$ cat config.mk
export PLATFORM = sky130hd
export DESIGN_NAME = actuator_status
export DESIGN_NICKNAME = d
export VERILOG_FILES = /design/src/pkg/actuator_status_pkg.sv /design/src/actuator_status.sv /design/src/flash_seq.sv /design/src/status_tick.sv
export SDC_FILE = /design/constraint.sdc
export NUM_CORES = 1
export LEC_CHECK = 0
export BUFFER_PORTS_ARGS = -buffer_cell sky130_fd_sc_hd__buf_4
export CAP_MARGIN = 20
export CORE_MARGIN = 2
export CORE_UTILIZATION = 60
export DETAILED_ROUTE_END_ITERATION = 6
export PLACE_DENSITY = 0.79
export SLEW_MARGIN = 20
export SYNTH_ARGS = -nofsm -noshare
export SYNTH_HDL_FRONTEND = slang
export SYNTH_SLANG_ARGS = --single-unit
$ cat constraint.sdc
create_clock -name clock -period 5.2 [get_ports clock]
set_input_delay 0.26 -clock clock [delete_from_list [all_inputs] [get_ports clock]]
set_output_delay 0.26 -clock clock [all_outputs]
set_load 0.005 [all_outputs]
$ cat src/pkg/actuator_status_pkg.sv
// Constants, carriers and state types of the actuator status indicator
package actuator_status_pkg;

  // ---------------------------------------------------------------
  // Timebase
  // ---------------------------------------------------------------
  localparam int CLK_HZ      = 125_000_000;
  localparam int TICK_MS     = 100;
  localparam int TICK_CYCLES = CLK_HZ / 1000 * TICK_MS;
  localparam int TICK_CNT_W  = 24;
  localparam int TW          = 6;   // width of a duration in ticks
  localparam int CW          = 3;   // width of a flash count
  localparam int CMD_W       = 10;  // width of the command level
  localparam int RUN_W       = 16;  // width of the run-time counter
  localparam int MAX_RUN_TK  = 600; // maximum working time, ticks

  // ---------------------------------------------------------------
  // Durations in ms and in ticks
  // ---------------------------------------------------------------
  localparam int STD_IDLE_ON_MS  = 100;
  localparam int STD_IDLE_OFF_MS = 900;
  localparam int STD_RUN_ON_MS   = 600;
  localparam int STD_RUN_OFF_MS  = 400;
  localparam int REV_IDLE_ON_MS  = 100;
  localparam int REV_IDLE_OFF_MS = 400;
  localparam int REV_RUN_ON_MS   = 300;
  localparam int REV_RUN_OFF_MS  = 200;
  localparam int UV_ON_MS        = 400;
  localparam int UV_OFF_MS       = 200;
  localparam int UV_GAP_MS       = 4000;
  localparam int TO_ON_MS        = 100;
  localparam int TO_OFF_MS       = 300;
  localparam int TO_GAP_MS       = 1000;
  localparam int OTH_ON_MS       = 300;
  localparam int OTH_OFF_MS      = 300;
  localparam int OTH_GAP_MS      = 2000;

  localparam logic [TW-1:0] STD_IDLE_ON  = TW'(STD_IDLE_ON_MS / TICK_MS);
  localparam logic [TW-1:0] STD_IDLE_OFF = TW'(STD_IDLE_OFF_MS / TICK_MS);
  localparam logic [TW-1:0] STD_RUN_ON   = TW'(STD_RUN_ON_MS / TICK_MS);
  localparam logic [TW-1:0] STD_RUN_OFF  = TW'(STD_RUN_OFF_MS / TICK_MS);
  localparam logic [TW-1:0] REV_IDLE_ON  = TW'(REV_IDLE_ON_MS / TICK_MS);
  localparam logic [TW-1:0] REV_IDLE_OFF = TW'(REV_IDLE_OFF_MS / TICK_MS);
  localparam logic [TW-1:0] REV_RUN_ON   = TW'(REV_RUN_ON_MS / TICK_MS);
  localparam logic [TW-1:0] REV_RUN_OFF  = TW'(REV_RUN_OFF_MS / TICK_MS);
  localparam logic [TW-1:0] UV_ON        = TW'(UV_ON_MS / TICK_MS);
  localparam logic [TW-1:0] UV_OFF       = TW'(UV_OFF_MS / TICK_MS);
  localparam logic [TW-1:0] UV_GAP       = TW'(UV_GAP_MS / TICK_MS);
  localparam logic [TW-1:0] TO_ON        = TW'(TO_ON_MS / TICK_MS);
  localparam logic [TW-1:0] TO_OFF       = TW'(TO_OFF_MS / TICK_MS);
  localparam logic [TW-1:0] TO_GAP       = TW'(TO_GAP_MS / TICK_MS);
  localparam logic [TW-1:0] OTH_ON       = TW'(OTH_ON_MS / TICK_MS);
  localparam logic [TW-1:0] OTH_OFF      = TW'(OTH_OFF_MS / TICK_MS);
  localparam logic [TW-1:0] OTH_GAP      = TW'(OTH_GAP_MS / TICK_MS);

  // ---------------------------------------------------------------
  // Flash counts per anomaly, zero meaning none
  // ---------------------------------------------------------------
  localparam logic [CW-1:0] CODE_NONE    = 3'h0;
  localparam logic [CW-1:0] CODE_TORQUE  = 3'h1;
  localparam logic [CW-1:0] CODE_UNDERV  = 3'h3;
  localparam logic [CW-1:0] CODE_TIMEOUT = 3'h4;
  localparam logic [CW-1:0] CODE_DRIVER  = 3'h5;
  localparam logic [CW-1:0] CODE_MANUAL  = 3'h6;
  localparam logic [CW-1:0] BLINK_COUNT  = 3'h1;

  // ---------------------------------------------------------------
  // Carriers
  // ---------------------------------------------------------------
  typedef struct packed {
    logic supply_present;
    logic torque_limit;
    logic undervoltage;
    logic driver_fault;
    logic manual_operation;
    logic motor_running;
    logic temp_above_limit;
  } pins_t;

  typedef struct packed {
    logic green;
    logic yellow;
    logic red;
  } led_t;

  typedef struct packed {
    logic [CW-1:0] count;
    logic [TW-1:0] on_t;
    logic [TW-1:0] off_t;
    logic [TW-1:0] gap_t;
  } pattern_t;

  typedef enum logic [3:0] {
    FS_IDLE = 4'h1,
    FS_ON   = 4'h2,
    FS_OFF  = 4'h4,
    FS_GAP  = 4'h8
  } flash_st_t;

  // ---------------------------------------------------------------
  // Module state
  // ---------------------------------------------------------------
  typedef struct packed {
    logic [TICK_CNT_W-1:0] cnt;
    logic                  tick;
  } tick_state_t;

  typedef struct packed {
    flash_st_t     st;
    logic [TW-1:0] timer;
    logic [CW-1:0] nflash;
    logic          led;
  } flash_state_t;

  typedef struct packed {
    pins_t            sync1;
    pins_t            sync2;
    logic             mode_rev;
    logic             torque_lat;
    logic             timeout_lat;
    logic             driver_lat;
    logic [RUN_W-1:0] run_cnt;
    logic [CW-1:0]    code;
    led_t             leds;
    logic             power_led;
    logic             relay;
    logic             heater;
    logic             motor_en;
    logic [CMD_W-1:0] target;
  } main_state_t;

endpackage : actuator_status_pkg

$ cat src/actuator_status.sv
// Status lamps, fault relay, heater and motor enable of the valve actuator
`timescale 1ns/10ps
module actuator_status #(
  parameter int TICK_CYC = actuator_status_pkg::TICK_CYCLES,
  parameter int MAX_RUN  = actuator_status_pkg::MAX_RUN_TK
) (
  // Clock and reset
  input  wire logic                                   clock,
  input  wire logic                                   rst_n,
  input  wire logic                                   clk_en,
  // Field inputs, asynchronous
  input  wire actuator_status_pkg::pins_t             pins,
  // Command path, same clock
  input  wire logic                                   mode_reverse,
  input  wire logic [actuator_status_pkg::CMD_W-1:0]  cmd_level,
  // Lamps and contacts
  output actuator_status_pkg::led_t                   leds,
  output logic                                        power_led,
  output logic                                        relay_closed,
  output logic                                        heater_resistor,
  // Motor control
  output logic                                        motor_enable,
  output logic [actuator_status_pkg::CMD_W-1:0]       target_pos
);
  import actuator_status_pkg::*;

  localparam logic [RUN_W-1:0] RUN_LIMIT = RUN_W'(MAX_RUN);

  main_state_t q;
  main_state_t d;
  pins_t       s;
  logic        tick;
  logic        blocked;
  logic        anomaly;
  logic [CW-1:0] code_sel;
  pattern_t    blink_pat;
  pattern_t    red_pat;
  logic        blink_led;
  logic        red_led;

  // ---------------------------------------------------------------
  // Timebase and sequencers
  // ---------------------------------------------------------------
  status_tick #(
    .TICK_CYC (TICK_CYC)
  ) u_tick (
    .clock  (clock),
    .rst_n  (rst_n),
    .clk_en (clk_en),
    .tick   (tick)
  );

  flash_seq u_blink (
    .clock   (clock),
    .rst_n   (rst_n),
    .clk_en  (clk_en),
    .tick    (tick),
    .enable  (!anomaly),
    .restart (1'b0),
    .pat     (blink_pat),
    .led     (blink_led)
  );

  // Restart on a code change so a new code starts with its first flash
  flash_seq u_red (
    .clock   (clock),
    .rst_n   (rst_n),
    .clk_en  (clk_en),
    .tick    (tick),
    .enable  (anomaly),
    .restart (code_sel != q.code),
    .pat     (red_pat),
    .led     (red_led)
  );

  // ---------------------------------------------------------------
  // Code selection and patterns
  // ---------------------------------------------------------------
  assign s       = q.sync2;
  assign blocked = q.torque_lat | q.timeout_lat | q.driver_lat;
  assign anomaly = (code_sel != CODE_NONE);

  always_comb begin
    if (q.torque_lat) begin
      code_sel = CODE_TORQUE;
    end else if (q.timeout_lat) begin
      code_sel = CODE_TIMEOUT;
    end else if (q.driver_lat) begin
      code_sel = CODE_DRIVER;
    end else if (s.undervoltage) begin
      code_sel = CODE_UNDERV;
    end else if (s.manual_operation) begin
      code_sel = CODE_MANUAL;
    end else begin
      code_sel = CODE_NONE;
    end
  end

  // mode patterns; supply loss keeps the same timing
  always_comb begin
    blink_pat.count = BLINK_COUNT;
    unique case ({q.mode_rev, s.motor_running})
      2'b00: begin
        blink_pat.on_t  = STD_IDLE_ON;
        blink_pat.off_t = STD_IDLE_OFF;
      end
      2'b01: begin
        blink_pat.on_t  = STD_RUN_ON;
        blink_pat.off_t = STD_RUN_OFF;
      end
      2'b10: begin
        blink_pat.on_t  = REV_IDLE_ON;
        blink_pat.off_t = REV_IDLE_OFF;
      end
      2'b11: begin
        blink_pat.on_t  = REV_RUN_ON;
        blink_pat.off_t = REV_RUN_OFF;
      end
    endcase
    blink_pat.gap_t = blink_pat.off_t; // single flash, gap is the pause
  end

  always_comb begin
    red_pat.count = code_sel;
    unique case (code_sel)
      CODE_UNDERV: begin
        red_pat.on_t  = UV_ON;
        red_pat.off_t = UV_OFF;
        red_pat.gap_t = UV_GAP;
      end
      CODE_TIMEOUT: begin
        red_pat.on_t  = TO_ON;
        red_pat.off_t = TO_OFF;
        red_pat.gap_t = TO_GAP;
      end
      default: begin
        red_pat.on_t  = OTH_ON;
        red_pat.off_t = OTH_OFF;
        red_pat.gap_t = OTH_GAP;
      end
    endcase
  end

  // ---------------------------------------------------------------
  // Next state
  // ---------------------------------------------------------------
  always_comb begin
    d = q;
    // Two stages before any logic sees a field pin
    d.sync1 = pins;
    d.sync2 = q.sync1;
    // mode follows the selector, reset is standard
    d.mode_rev = mode_reverse;
    d.target   = mode_reverse ? ~cmd_level : cmd_level;
    // continuous run time, cleared whenever the motor stops
    if (!s.motor_running || !q.motor_en) begin
      d.run_cnt = '0;
    end else if (tick && q.run_cnt < RUN_LIMIT) begin
      d.run_cnt = q.run_cnt + 1'b1;
    end
    d.torque_lat  = q.torque_lat | s.torque_limit;
    d.driver_lat  = q.driver_lat | s.driver_fault;
    d.timeout_lat = q.timeout_lat | (s.motor_running && q.run_cnt >= RUN_LIMIT);
    // undervoltage and manual stop without latching
    d.motor_en = s.supply_present & ~(d.torque_lat | d.driver_lat | d.timeout_lat)
               & ~s.undervoltage & ~s.manual_operation;
    d.code = code_sel;
    // yellow while supply is gone, red takes the lamp on anomaly
    d.leds.green  = !anomaly && s.supply_present && blink_led;
    d.leds.yellow = !anomaly && !s.supply_present && blink_led;
    d.leds.red    = anomaly && red_led;
    // relay closed only when powered and clean
    d.relay = s.supply_present && !anomaly;
    d.power_led = s.supply_present;
    // heater only when cold, still and powered
    d.heater = s.supply_present && !s.motor_running && !s.temp_above_limit;
  end

  // State register, frozen while the enable is low
  always_ff @(posedge clock or negedge rst_n) begin
    if (!rst_n) begin
      q <= '0;
    end else if (clk_en) begin
      q <= d;
    end
  end

  // Outputs straight from the state register
  assign leds            = q.leds;
  assign power_led       = q.power_led;
  assign relay_closed    = q.relay;
  assign heater_resistor = q.heater;
  assign motor_enable    = q.motor_en;
  assign target_pos      = q.target;

  // ---------------------------------------------------------------
  // Checks
  // ---------------------------------------------------------------
  // standard idle timing
  property p_std_idle;
    @(posedge clock) disable iff (!rst_n)
      (!q.mode_rev && !s.motor_running) |-> (blink_pat.on_t == 6'h01 && blink_pat.off_t == 6'h09);
  endproperty
  a_std_idle: assert property (p_std_idle) else $error("standard idle timing wrong");

  property p_rev_run;
    @(posedge clock) disable iff (!rst_n)
      (q.mode_rev && s.motor_running) |-> (blink_pat.on_t == 6'h03 && blink_pat.off_t == 6'h02);
  endproperty
  a_rev_run: assert property (p_rev_run) else $error("reverse run timing wrong");

  property p_yellow;
    @(posedge clock) disable iff (!rst_n)
      (clk_en && !s.supply_present) |=> !q.leds.green;
  endproperty
  a_yellow: assert property (p_yellow) else $error("green lit without supply");

  property p_yellow_on;
    @(posedge clock) disable iff (!rst_n)
      (clk_en && !s.supply_present && !anomaly && blink_led) |=> q.leds.yellow;
  endproperty
  a_yellow_on: assert property (p_yellow_on) else $error("yellow dark on supply loss");

  property p_torque_block;
    @(posedge clock) disable iff (!rst_n)
      (clk_en && q.torque_lat) |=> (!q.motor_en && q.code == CODE_TORQUE);
  endproperty
  a_torque_block: assert property (p_torque_block) else $error("torque did not block");

  property p_driver_block;
    @(posedge clock) disable iff (!rst_n)
      (clk_en && q.driver_lat) |=> !q.motor_en;
  endproperty
  a_driver_block: assert property (p_driver_block) else $error("driver fault did not block");

  property p_uv_timing;
    @(posedge clock) disable iff (!rst_n)
      (code_sel == CODE_UNDERV) |-> (red_pat.on_t == 6'h04 && red_pat.gap_t == 6'h28);
  endproperty
  a_uv_timing: assert property (p_uv_timing) else $error("undervoltage timing wrong");

  property p_to_gap;
    @(posedge clock) disable iff (!rst_n)
      (code_sel == CODE_TIMEOUT) |-> (red_pat.count == 3'h4 && red_pat.gap_t == 6'h0A);
  endproperty
  a_to_gap: assert property (p_to_gap) else $error("timeout pattern wrong");

  property p_resume;
    @(posedge clock) disable iff (!rst_n)
      (clk_en && s.supply_present && !blocked && !s.undervoltage && !s.manual_operation
       && !s.torque_limit && !s.driver_fault && !(s.motor_running && q.run_cnt >= RUN_LIMIT))
      |=> q.motor_en;
  endproperty
  a_resume: assert property (p_resume) else $error("motor not re-enabled");

  property p_relay;
    @(posedge clock) disable iff (!rst_n)
      (clk_en && (anomaly || !s.supply_present)) |=> !q.relay;
  endproperty
  a_relay: assert property (p_relay) else $error("relay closed on anomaly");

  property p_heater;
    @(posedge clock) disable iff (!rst_n)
      (clk_en && (s.motor_running || s.temp_above_limit)) |=> !q.heater;
  endproperty
  a_heater: assert property (p_heater) else $error("heater on while hot or running");

  property p_power_led;
    @(posedge clock) disable iff (!rst_n)
      (clk_en && s.supply_present) |=> q.power_led;
  endproperty
  a_power_led: assert property (p_power_led) else $error("power lamp dark");

  property p_mapping;
    @(posedge clock) disable iff (!rst_n)
      (clk_en && !mode_reverse) |=> (q.target == $past(cmd_level));
  endproperty
  a_mapping: assert property (p_mapping) else $error("standard mapping inverted");

  property p_timeout;
    @(posedge clock) disable iff (!rst_n)
      (clk_en && s.motor_running && q.run_cnt >= RUN_LIMIT) |=> (q.timeout_lat && !q.motor_en);
  endproperty
  a_timeout: assert property (p_timeout) else $error("timeout not raised");

  property p_latch;
    @(posedge clock) disable iff (!rst_n)
      (clk_en && blocked) |=> (blocked && !q.relay);
  endproperty
  a_latch: assert property (p_latch) else $error("blocking anomaly released");

  property p_priority;
    @(posedge clock) disable iff (!rst_n)
      (q.timeout_lat && !q.torque_lat) |-> (code_sel == CODE_TIMEOUT);
  endproperty
  a_priority: assert property (p_priority) else $error("wrong code shown");

endmodule : actuator_status

$ cat src/flash_seq.sv
// Flash sequencer: count flashes of on time, pauses between, gap per cycle
`timescale 1ns/10ps
module flash_seq (
  // Clock and reset
  input  wire logic                          clock,
  input  wire logic                          rst_n,
  input  wire logic                          clk_en,
  input  wire logic                          tick,
  // Pattern control
  input  wire logic                          enable,
  input  wire logic                          restart,
  input  wire actuator_status_pkg::pattern_t pat,
  // Lamp drive
  output logic                               led
);
  import actuator_status_pkg::*;

  flash_state_t q;
  flash_state_t d;

  // Next state; a timer value of one or less ends the phase on a tick
  always_comb begin
    d = q;
    if (!enable || restart) begin
      d.st  = FS_IDLE;
      d.led = 1'b0;
    end else begin
      unique case (q.st)
        FS_IDLE: begin
          d.st     = FS_ON;
          d.timer  = pat.on_t;
          d.nflash = 3'h1;
          d.led    = 1'b1;
        end
        FS_ON: if (tick) begin
          if (q.timer <= 6'h01) begin
            d.led   = 1'b0;
            d.st    = (q.nflash >= pat.count) ? FS_GAP : FS_OFF;
            d.timer = (q.nflash >= pat.count) ? pat.gap_t : pat.off_t;
          end else begin
            d.timer = q.timer - 1'b1;
          end
        end
        FS_OFF: if (tick) begin
          if (q.timer <= 6'h01) begin
            d.st     = FS_ON;
            d.led    = 1'b1;
            d.timer  = pat.on_t;
            d.nflash = q.nflash + 1'b1;
          end else begin
            d.timer = q.timer - 1'b1;
          end
        end
        FS_GAP: if (tick) begin
          if (q.timer <= 6'h01) begin
            // Straight into the next first flash; an idle cycle here would
            // stretch every gap by one clock
            d.st     = FS_ON;
            d.led    = 1'b1;
            d.timer  = pat.on_t;
            d.nflash = 3'h1;
          end else begin
            d.timer = q.timer - 1'b1;
          end
        end
        default: d.st = FS_IDLE;
      endcase
    end
  end

  // State register
  always_ff @(posedge clock or negedge rst_n) begin
    if (!rst_n) begin
      q <= '{st: FS_IDLE, timer: '0, nflash: '0, led: 1'b0};
    end else if (clk_en) begin
      q <= d;
    end
  end

  assign led = q.led;

  property p_on_load;
    @(posedge clock) disable iff (!rst_n)
      $rose(q.led) |-> (q.timer == $past(pat.on_t));
  endproperty
  a_on_load: assert property (p_on_load) else $error("flash on time not loaded");

  property p_count_bound;
    @(posedge clock) disable iff (!rst_n)
      (q.st == FS_ON && !restart) |-> (q.nflash <= pat.count);
  endproperty
  a_count_bound: assert property (p_count_bound) else $error("too many flashes");

endmodule : flash_seq

$ cat src/status_tick.sv
// Tick generator dividing the system clock down to the pattern timebase
`timescale 1ns/10ps
module status_tick #(
  parameter int TICK_CYC = actuator_status_pkg::TICK_CYCLES
) (
  // Clock and reset
  input  wire logic clock,
  input  wire logic rst_n,
  input  wire logic clk_en,
  // Timebase
  output logic      tick
);
  import actuator_status_pkg::*;

  localparam logic [TICK_CNT_W-1:0] LAST = TICK_CNT_W'(TICK_CYC - 1);

  tick_state_t q;
  tick_state_t d;

  // Count to the period, one-cycle pulse at the wrap
  always_comb begin
    d = q;
    d.tick = 1'b0;
    if (q.cnt >= LAST) begin
      d.cnt  = '0;
      d.tick = 1'b1;
    end else begin
      d.cnt = q.cnt + 1'b1;
    end
  end

  // State register, frozen while the enable is low
  always_ff @(posedge clock or negedge rst_n) begin
    if (!rst_n) begin
      q <= '0;
    end else if (clk_en) begin
      q <= d;
    end
  end

  assign tick = q.tick;

endmodule : status_tick
==> results of run 1 <==
-- sequential cells by signal, summed over array words and instances, names as in the netlist --
name             flops
heater_resistor      1
u_red.led            1
relay_closed         1
u_red.q             13
q                   29
u_tick.q            24
power_led            1
target_pos          10
u_blink.led          1
u_tick.tick          1
motor_enable         1
u_blink.q           13
leds                 3
d                    8
-- cells by family (layout without fill, tap and decap cells) --
group           Yosys count  count (layout)  synth area share
buf+inv                  65              87            0.0530
xor+xnor                 43              43            0.0671
compound gates          126             126             0.146
fa+ha+maj                16              16            0.0357
mux                      20              20            0.0397
flops                   107             107             0.477
simple gates            209             209             0.182
-- routing by layer --
| layer | vias up | wire [um] | global-route usage |
|---|---|---|---|
| met4 | 0 | 139 | 0.0695 |
| met2 | 92 | 5250 | 0.370 |
| met1 | 2064 | 4790 | 0.300 |
| li1 | 2065 | - | - |
| met5 | - | 0 | 0 |
| met3 | 10 | 565 | 0.0638 |
-- repair_timing --
item                                    in CTS  in global routing
hold buffers                                 1                  0
endpoints found under the setup margin       0                  0
hold endpoints to repair                    56                  0
-- power groups by stage --
stage                     combinational [mW]  sequential, mW  clock (mW)
after CTS                              0.388           0.994       0.488
after global placement                 0.374            1.00           0
after detailed placement               0.386            1.01           0
after floorplan                        0.295           0.987           0
final                                  0.385           0.995       0.474
after global routing                   0.440            1.01       0.520
-- through the flow --
step / hold slack (ps) / setup slack, ps / cell area (um2) / cells / total power, mW
after global routing: 81.2 / 2250 / 6050 / 719 / 1.97
after detailed placement: 404 / 2470 / 5870 / 702 / 1.39
after global placement: 388 / 2570 / 5870 / 702 / 1.38
after floorplan: -35.6 / 2730 / 5620 / 586 / 1.28
final: 106 / 2450 / 6050 / 719 / 1.85
after CTS: 91.8 / 2460 / 6050 / 719 / 1.87
-- how the worst min path moves through the flow --
stage / start / end / slack (ps) / cells after the start
after global routing: pins[6] / d[46]$_DFFE_PN0P_ / 80 / 2
after global placement: rst_n / u_blink.q[7]$_DFFE_PN0P_ / 390 / 1
after detailed placement: rst_n / u_blink.q[9]$_DFFE_PN0P_ / 400 / 1
after floorplan: rst_n / d[13]$_DFFE_PN0P_ / -40 / 0
final: pins[6] / d[46]$_DFFE_PN0P_ / 110 / 2
after CTS: pins[6] / d[46]$_DFFE_PN0P_ / 90 / 2
-- layout make-up --
| class | count | area (um2) | area share |
|---|---|---|---|
| clock buffer | 11 | 131 | 0.0217 |
| clock inverter | 5 | 42.5 | 0.00703 |
| inverter | 30 | 113 | 0.0186 |
| multi-input combinational | 414 | 2640 | 0.436 |
| sequential | 107 | 2680 | 0.443 |
| tap | 111 | 139 | 0.0229 |
| timing repair buffer | 41 | 310 | 0.0513 |
-- synthesized netlist by cell type, types with 4 or more instances --
cell,count
nor4_1,6
xor2_1,23
and3_1,8
nor3_1,10
nor2_1,70
buf_4,13
nand4_1,10
clkbuf_1,13
o31a_1,5
a21o_1,5
nand3_1,22
o21ai_0,28
xnor2_1,20
nor2b_1,12
o22ai_1,6
dfrtp_1,105
buf_1,5
a21oi_1,37
o31ai_1,4
nand2b_1,5
and2_1,4
nand2_1,42
o2bb2ai_1,4
mux2_2,17
ha_1,16
inv_1,30
buf_2,4
-- worst max-delay path: stages (launching register included) --
cell,delay (ps)
dfrtp_1,420
inv_1,90
ha_1,210
o21bai_1,170
or3b_1,420
a21oi_1,150
or4b_1,600
nor2_1,260
mux2_1,340
==> results by group, run 1 <==
Run status
  • Outcome: completed

Worst hold path
  • HP Class: in2reg

Clocking
  • Skew-Pair Late Insertion Delay: 380 ps
  • H-tree lvl count: 3
  • Num CTS Buffers: 9
  • TritonCTS clock tree: done
  • Clock sinks: 107
  • Root Driver: clkbuf_8
  • Worst-case clock buffer depth: 2
  • CTS resizes: 0
  • Worst-path clk slew: 100 ps
  • Post-CTS setup buffer count: 0

Synthesis
  • Yosys reg bits: 107
  • Main synth FF type: dfrtp_1
  • Syn_area_per_cell: 9.58 um2
  • Asr flop ratio synth: 1.00
  • Post-synth EDFFs: 0
  • Register area share after synthesis: 0.477
  • Netlist cell types: 65
  • Cell accounting for the most synthesized area: dfrtp_1
  • Top cells by area, synth: dfrtp_1 47%, nor2_1 4.7%, xor2_1 3.6%, ha_1 3.6%, mux2_2 3.4%
  • Ys Warns: 0
  • Top-area cell type share of the netlist area: 0.468
  • Post-Synthesis Cell Area: 0.00562 mm2
  • Syn nets: 623
  • Syn Inst Count: 586

Routing
  • Via density: 5.88
  • Post-route ant nets: 0
  • 1st-pass router iterations: 4
  • Iter 0 DRT Violations: 207
  • WL/cell: 14.9 um
  • DRC violations left: 0
  • Final wirelength: 10700 um
  • Via count: 4231

Cells and area
  • Util after Layout: 0.661
  • Fillers: 715
  • Commonest non-fill, non-tap cell in the layout: dfrtp_1
  • Ant. Diodes: 0
  • Fraction of layout cells with a size suffix above 1: 0.132
  • Highest-count cells in the layout ignoring fill and taps: 105 x dfrtp_1, 70 x nor2_1, 42 x nand2_1
  • Post-layout net count: 640
  • Layout area overhead: 7.80%

Placement
  • Hpwl dp: 7590 um
  • Placer Congestion: 0.844
  • Port bufs: 37

GRT
  • Largest net degree at the start of global routing: 77
  • Global-route wire length before repair: 18400 um
  • Vias in the first global route: 4033
  • GRT overflow: 0
  • Initial antenna violation count: 0
  • GRT Util Overall: 0.228

STA
  • Count of final max-slew check failures: 0
  • Fin crit period: 2750 ps
  • Slew margin rel.: 0.396
  • RSZ-0062 raised after global routing: no
  • Final worst-path cycle share: 0.529
  • Number of endpoints failing setup at the final stage: 0
  • Setup Skew: 10.8 ps
  • Post-Route Setup TNS: 0 ps
  • Hold Fails Final Rpt: 0
  • Max Fclk: 363 MHz
  • Worst-Margin Slew: 906 ps

Critical path
  • Crit path capture: u_red.q[1]$_DFFE_PN0P_
  • FF-to-FF Start: u_red.q[4]$_DFFE_PN0P_
  • R2R setup slack: 2450 ps
  • Reg-to-reg endpoint: u_red.q[1]$_DFFE_PN0P_
  • Critical Path Start: u_red.q[4]$_DFFE_PN0P_
  • Reg2reg path depth: 8
  • Crit path kind: reg2reg
  • Worst EP arrival: 3030 ps
  • Nature of the critical path startpoint: register
  • Worst-path fanout max: 8
  • Required time of the critical path: 5470 ps
  • CP endpoint kind: register

Power
  • P_leak: 2.70 nW
  • Logic pwr share: 0.208
  • Worst ir drop on vdd: 0.000231 V
  • Sw Share: 0.313
  • Psw: 0.581 mW
  • Power Density: 306 mW/mm2
  • Sequential power share: 0.537
  • P_int: 1.27 mW
  • Clock power frac: 0.256

Job
  • Maxcap violations: 0

Die
  • Die Y: 101 um
  • # IOs: 38
  • CORE AREA: 0.00915 mm2
  • Die width: 101 um
  • Die area: 0.0101 mm2
  • Row cnt: 35
  • Initial core utilization: 0.614
Power figures use the tool's default switching activity.
==> run 2, diff against run 1 <==
- CORE_UTILIZATION: 60 -> 55
- PLACE_DENSITY: 0.79 -> 0.76
- clock period: 5.2 -> 2.3 ns (I/O delays scaled with it)
==> run 2 against run 1 <==
  * The run now ends with negative setup slack left
  * Routed wire length is 11% higher
  * Non-clock buffer count is 51 higher
  * Fmax is 19% higher
  * First-iteration DRC count is 79% higher
  * Worst setup slack worse by 2500 ps
  * Critical path depth stayed put
  * Clock power is 140% higher
  * Hold slack worse by 87 ps
  * Design area is 9.4% higher
  * Sequential power is 130% higher
  * Register-to-register slack worse by 2500 ps
  * Critical endpoint is now u_red.q[3]$_DFFE_PN0P_
  * Highest routed layer unchanged
==> results by group, run 2 (synthesis gave the netlist of run 1 again) <==
Cells and area
  • Layout area overhead: 18.0%
  • Largest register FFs: 29
  • Top reg by flops: q
  • Commonest non-fill, non-tap cell in the layout: dfrtp_1
  • Fraction of layout cells with a size suffix above 1: 0.200
  • Util after Layout: 0.672
  • Highest-count cells in the layout ignoring fill and taps: 104 x dfrtp_1, 74 x buf_4, 69 x nor2_1
  • Final Cell Area: 0.00663 mm2
  • Largest regs: q: 29 flops, u_tick.q: 24 flops
  • Ant. Diodes: 0
  • Post-layout net count: 691

Worst hold path
  • HP Class: in2reg
  • Worst Hold Depth: 3

Routing
  • Post-route ant nets: 0
  • DRC violations left: 0
  • Via density: 5.60
  • Via count: 4438
  • Final wirelength: 12000 um
  • 1st-pass router iterations: 4
  • WL/cell: 15.1 um
  • Iter 0 DRT Violations: 370

STA
  • Number of endpoints failing setup at the final stage: 1
  • RSZ-0062 raised after global routing: yes
  • Final WS setup: -8.12 ps
  • Fin crit period: 2310 ps
  • Max Fclk: 433 MHz
  • Setup Skew: 19.8 ps
  • Count of final max-slew check failures: 0
  • Slew margin rel.: 0.553
  • Hold Fails Final Rpt: 0
  • Final worst-path cycle share: 1.00
  • Worst-Margin Slew: 664 ps

Critical path
  • Crit path kind: reg2reg
  • CP endpoint kind: register
  • Worst-path fanout max: 3
  • Required time of the critical path: 2580 ps
  • Worst EP arrival: 2590 ps
  • Nature of the critical path startpoint: register
  • R2R setup slack: -8 ps
  • Reg2reg path depth: 8

Run status
  • Failing checks: negative setup slack
  • Outcome: complete, but fails checks

Clocking
  • Worst-path clk slew: 110 ps
  • Root Driver: clkbuf_8
  • Clock sinks: 107
  • H-tree lvl count: 3
  • Skew-Pair Late Insertion Delay: 390 ps
  • Worst-case clock buffer depth: 2
  • TritonCTS clock tree: done
  • Num CTS Buffers: 9

Die
  • Die area: 0.0110 mm2
  • Row cnt: 36
  • Die width: 105 um
  • Initial core utilization: 0.569
  • CORE AREA: 0.00986 mm2
  • Die Y: 105 um
  • # IOs: 38

Power
  • P_leak: 2.97 nW
  • Sw Share: 0.323
  • Sequential power share: 0.494
  • Psw: 1.46 mW
  • Power Density: 684 mW/mm2
  • Clock power frac: 0.255
  • Worst ir drop on vdd: 0.000390 V
  • P_int: 3.07 mW
  • Logic pwr share: 0.251

Placement
  • Hpwl dp: 8380 um
  • Port bufs: 37
  • Dpl ws: -78.8 ps
  • Placer Congestion: 0.892
  • DP Area: 0.00620 mm2

GRT
  • Largest net degree at the start of global routing: 44
  • Global-route wire length before repair: 20500 um
  • Vias in the first global route: 4391
  • Initial antenna violation count: 0
  • GRT Util Overall: 0.228
  • GRT overflow: 0

Job
  • Maxcap violations: 0
-- run 2: path summary, 6_finish.rpt --
path                                                from                        end
worst min-delay path                        cmd_level[8]  target_pos[8]$_DFFE_PN0P_
worst max-delay path              u_red.q[4]$_DFFE_PN0P_     u_red.q[3]$_DFFE_PN0P_
max in group asynchronous                          rst_n          q[22]$_DFFE_PN0P_
min in group asynchronous                          rst_n     u_red.q[4]$_DFFE_PN0P_
worst min register to register  u_tick.q[24]$_DFFE_PN0P_   u_tick.q[23]$_DFFE_PN0P_
worst max register to register    u_red.q[4]$_DFFE_PN0P_     u_red.q[3]$_DFFE_PN0P_
-- run 2: final cells by class --
class                      instances  area, um2
timing repair buffer              92        746
fill                             758       3240
clock inverter                     7       80.1
sequential                       107       2680
multi-input combinational        414       2720
inverter                          30        113
tap                              133        166
clock buffer                       9        124
-- run 2: critical path: stages, from the launching register on --
cell and delay, ps:
dfrtp_2 460, inv_2 90, ha_4 140, o21bai_4 60
or3b_4 380, a21oi_2 140, or4b_4 500, o31a_1 260
a41o_1 200
-- run 2: per-layer routing --
layer | GRT usage | share of wire | vias to the layer above
li1 | - | - | 2180
met1 | 0.309 | 0.46 | 2175
met2 | 0.375 | 0.50 | 67
met3 | 0.0343 | 0.025 | 16
met4 | 0.0781 | 0.014 | 0
met5 | 0 | 0 | -
-- run 2: power by group through the flow --
stage	registers (mW)	clock network, mW	logic, mW
floorplan	2.24	0	0.722
global placement	2.26	0	1.05
detailed placement	2.27	0	1.08
CTS	2.24	1.18	1.12
global route	2.26	1.27	1.27
finish	2.24	1.16	1.14
-- run 2: timing repair --
item,in CTS,in global routing
setup buffers,1,1
endpoints found under the setup margin,7,8
hold buffers,17,0
resized for setup,3,8
hold endpoints to repair,55,0
pin swaps,2,0
-- run 2: per-stage QoR --
stage	power, mW	cells	hold slack [ps]	TNS, ps
final	4.53	792	18.5	-8.12
after global routing	4.80	792	9.74	-213
after CTS	4.54	791	3.18	-42.3
after detailed placement	3.35	757	154	-334
after global placement	3.30	757	151	-46.6
after floorplan	2.96	586	-181	-56.0
==> run 3, diff against run 2 <==
- ABC_AREA: unset -> 1
- CORE_UTILIZATION: 55 -> 56
- PLACE_DENSITY: 0.76 -> 0.77
- SYNTH_HIERARCHICAL: unset -> 1
==> run 3 against run 2 <==
  * The flow now finishes without violations
  * Die area rose by 18%
  * Highest routed layer unchanged
  * Routed wire length up 16%
  * Register-to-register slack gained 270 ps
  * Critical path depth increased by 5
  * Synthesized cell count grew 63%
  * Combinational power grew 9.6%
  * Area after synthesis is 21% higher
  * Worst setup slack improved by 270 ps
  * Design area increased by 15%
  * Flip-flop and latch count stayed put
==> results by group, run 3 <==
Synthesis
  • Top-area cell type share of the netlist area: 0.385
  • Cell accounting for the most synthesized area: dfrtp_1
  • Top cells by area, synth: dfrtp_1 39%, nand2_1 18%, inv_1 7.3%, nand3_1 5.7%, nor2_1 4.4%
  • Ys Warns: 6
  • Syn_area_per_cell: 7.13 um2
  • Syn Inst Count: 956
  • Post-Synthesis Cell Area: 0.00682 mm2
  • Main synth FF type: dfrtp_1
  • Most frequent cells after synthesis: 319 x nand2_1, 133 x inv_1, 105 x dfrtp_1
  • Asr flop ratio synth: 1.00
  • Most numerous cell in the Yosys netlist: nand2_1
  • Netlist cell types: 41
  • Yosys reg bits: 107
  • Post-synth EDFFs: 0
  • Register area share after synthesis: 0.393

Die
  • # IOs: 38
  • Row cnt: 40
  • Die area: 0.0131 mm2
  • Initial core utilization: 0.570
  • CORE AREA: 0.0120 mm2
  • Die width: 114 um
  • Die Y: 114 um

Cells and area
  • Highest-count cells in the layout ignoring fill and taps: 316 x nand2_1, 133 x inv_1, 105 x dfrtp_1
  • Final Cell Area: 0.00765 mm2
  • Fraction of layout cells with a size suffix above 1: 0.133
  • Final Non-Filler Cells: 1163
  • Ant. Diodes: 0
  • Largest register FFs: 29
  • Multi-input logic area: 0.00352 mm2
  • Layout area overhead: 12.2%
  • Post-layout net count: 1051
  • Commonest non-fill, non-tap cell in the layout: nand2_1
  • Largest regs: q: 29 flops, u_tick/q: 24 flops
  • Fillers: 1065
  • Top reg by flops: q
  • Reg area: 0.00268 mm2

GRT
  • Largest net degree at the start of global routing: 40
  • GRT overflow: 0
  • GRT Util Overall: 0.227
  • Global-route wire length before repair: 23900 um
  • Vias in the first global route: 5254
  • Initial antenna violation count: 0

Routing
  • Post-route ant nets: 0
  • Met3 Routed Length: 435 um
  • Max layer used: met4
  • Routed met2 length: 6570 um
  • Iter 0 DRT Violations: 407
  • DRC violations left: 0
  • WL/cell: 11.9 um
  • Via count: 5804
  • 1st-pass router iterations: 5
  • M1 WL: 6670 um
  • Via density: 4.99
  • Final wirelength: 13800 um

STA
  • Count of final max-slew check failures: 0
  • RSZ-0062 raised after global routing: no
  • Number of endpoints failing setup at the final stage: 0
  • Final worst-path cycle share: 0.884
  • Post-Route Setup TNS: 0 ps
  • Worst hold slack: 3.95 ps
  • Max Fclk: 492 MHz
  • Setup Skew: 6.17 ps
  • Fin crit period: 2030 ps
  • Hold Fails Final Rpt: 0

Critical path
  • Nature of the critical path startpoint: register
  • R2R setup slack: 270 ps
  • Required time of the critical path: 2580 ps
  • FF-to-FF Start: q[44]$_DFFE_PN0P_
  • Worst EP arrival: 2310 ps
  • Critical Path Start: q[44]$_DFFE_PN0P_
  • Worst-path cell chain: o21ai_1, nand2_1, clkinv_1, nand3_2, inv_1, inv_1, nor2_1, inv_1, nor2_1, a21oi_2, nand2_1, nand2_1, o21ai_0
  • CP endpoint kind: register
  • Crit path kind: reg2reg
  • Reg2reg path depth: 13
  • Crit path largest cell delay: 400 ps
  • Reg-to-reg endpoint: u_blink/q[13]$_DFFE_PN0P_
  • Worst-path fanout max: 7
  • Highest-delay cell along the critical path: dfrtp_1

Power
  • Worst ir drop on vdd: 0.000326 V
  • Power Density: 679 mW/mm2
  • Total power: 5.19 mW
  • P_leak: 4.08 nW

Clocking
  • Root Driver: clkbuf_16
  • TritonCTS clock tree: done
  • Worst-path clk slew: 70 ps
  • Worst-case clock buffer depth: 2
  • Skew-Pair Late Insertion Delay: 360 ps
  • Clock sinks: 107
  • Post-CTS setup buffer count: 0
  • H-tree lvl count: 3
  • Num CTS Buffers: 9

Worst hold path
  • Min-delay src: pins[1]
  • HP Class: in2reg
  • Hold Crit Endpoint: d[41]$_DFFE_PN0P_
  • Worst Hold Depth: 3

Placement
  • Placer Congestion: 0.891
  • DP Cell Count: 1140
  • Hpwl dp: 9990 um
  • DP Area: 0.00724 mm2
  • Port bufs: 37

Run status
  • Outcome: completed

Job
  • Maxcap violations: 0
-- run 3: what timing repair did --
item | CTS | global route
gates resized for setup | 0 | 6
hold endpoints to repair | 37 | 0
hold buffers | 7 | 0
endpoints found under the setup margin | 0 | 13
-- run 3: worst max path at each step --
| stage | endpoint | slack (ps) | cells past startpoint |
|---|---|---|---|
| final | u_blink/q[13]$_DFFE_PN0P_ | 270 | 13 |
| after global routing | u_blink/q[10]$_DFFE_PN1P_ | 10 | 13 |
| after CTS | u_red/q[4]$_DFFE_PN0P_ | 140 | 15 |
| after detailed placement | u_red/q[4]$_DFFE_PN0P_ | 150 | 15 |
| after global placement | u_red/q[4]$_DFFE_PN0P_ | 220 | 15 |
| after floorplan | u_red/q[4]$_DFFE_PN0P_ | 370 | 15 |
-- run 3: cell families (layout without fill, tap and decap cells) --
kind of cell | after synthesis | after routing | share of synthesized area
AO/OA/AOI/OAI | 81 | 81 | 0.0688
XOR/XNOR | 26 | 26 | 0.0334
adder cells (fa/ha/maj) | 19 | 19 | 0.0349
buffers and inverters | 170 | 208 | 0.106
flip-flops | 107 | 107 | 0.393
other | 2 | 24 | 0.00110
AND/OR/NAND/NOR | 551 | 551 | 0.363
-- run 3: critical path: cells and delay by family (launching register included) --
family                 cells  cell delay, ps
flip-flops                 1             400
buffers and inverters      4             380
AND/OR/NAND/NOR            6             870
AO/OA/AOI/OAI              3             290
-- run 3: metrics by stage --
step | utilization | worst slack (ps)
after floorplan | - | 368
after global placement | 0.605 | 216
after detailed placement | 0.605 | 150
after CTS | 0.638 | 141
after global routing | 0.639 | 10.5
final | 0.639 | 266
-- run 3: layout make-up --
cell class / instances / share of cell area
clock buffer: 10 / 0.0313
timing repair buffer: 52 / 0.0550
tap: 147 / 0.0241
clock inverter: 6 / 0.0103
sequential: 107 / 0.351
multi-input combinational: 701 / 0.460
inverter: 140 / 0.0687
-- run 3: layer usage --
layer	GRT usage	up-vias
met5	0	-
met4	0.0602	0
met3	0.0386	9
met2	0.378	91
met1	0.309	2675
li1	-	3029
-- run 3: report_power, final --
group	switching, mW	internal (mW)	leakage, nW	total [mW]
Sequential	0.201	2.10	1.37	2.30
Combinational	0.784	0.464	2.56	1.25
Clock	0.741	0.900	0.158	1.64
Total	1.73	3.46	4.08	5.19
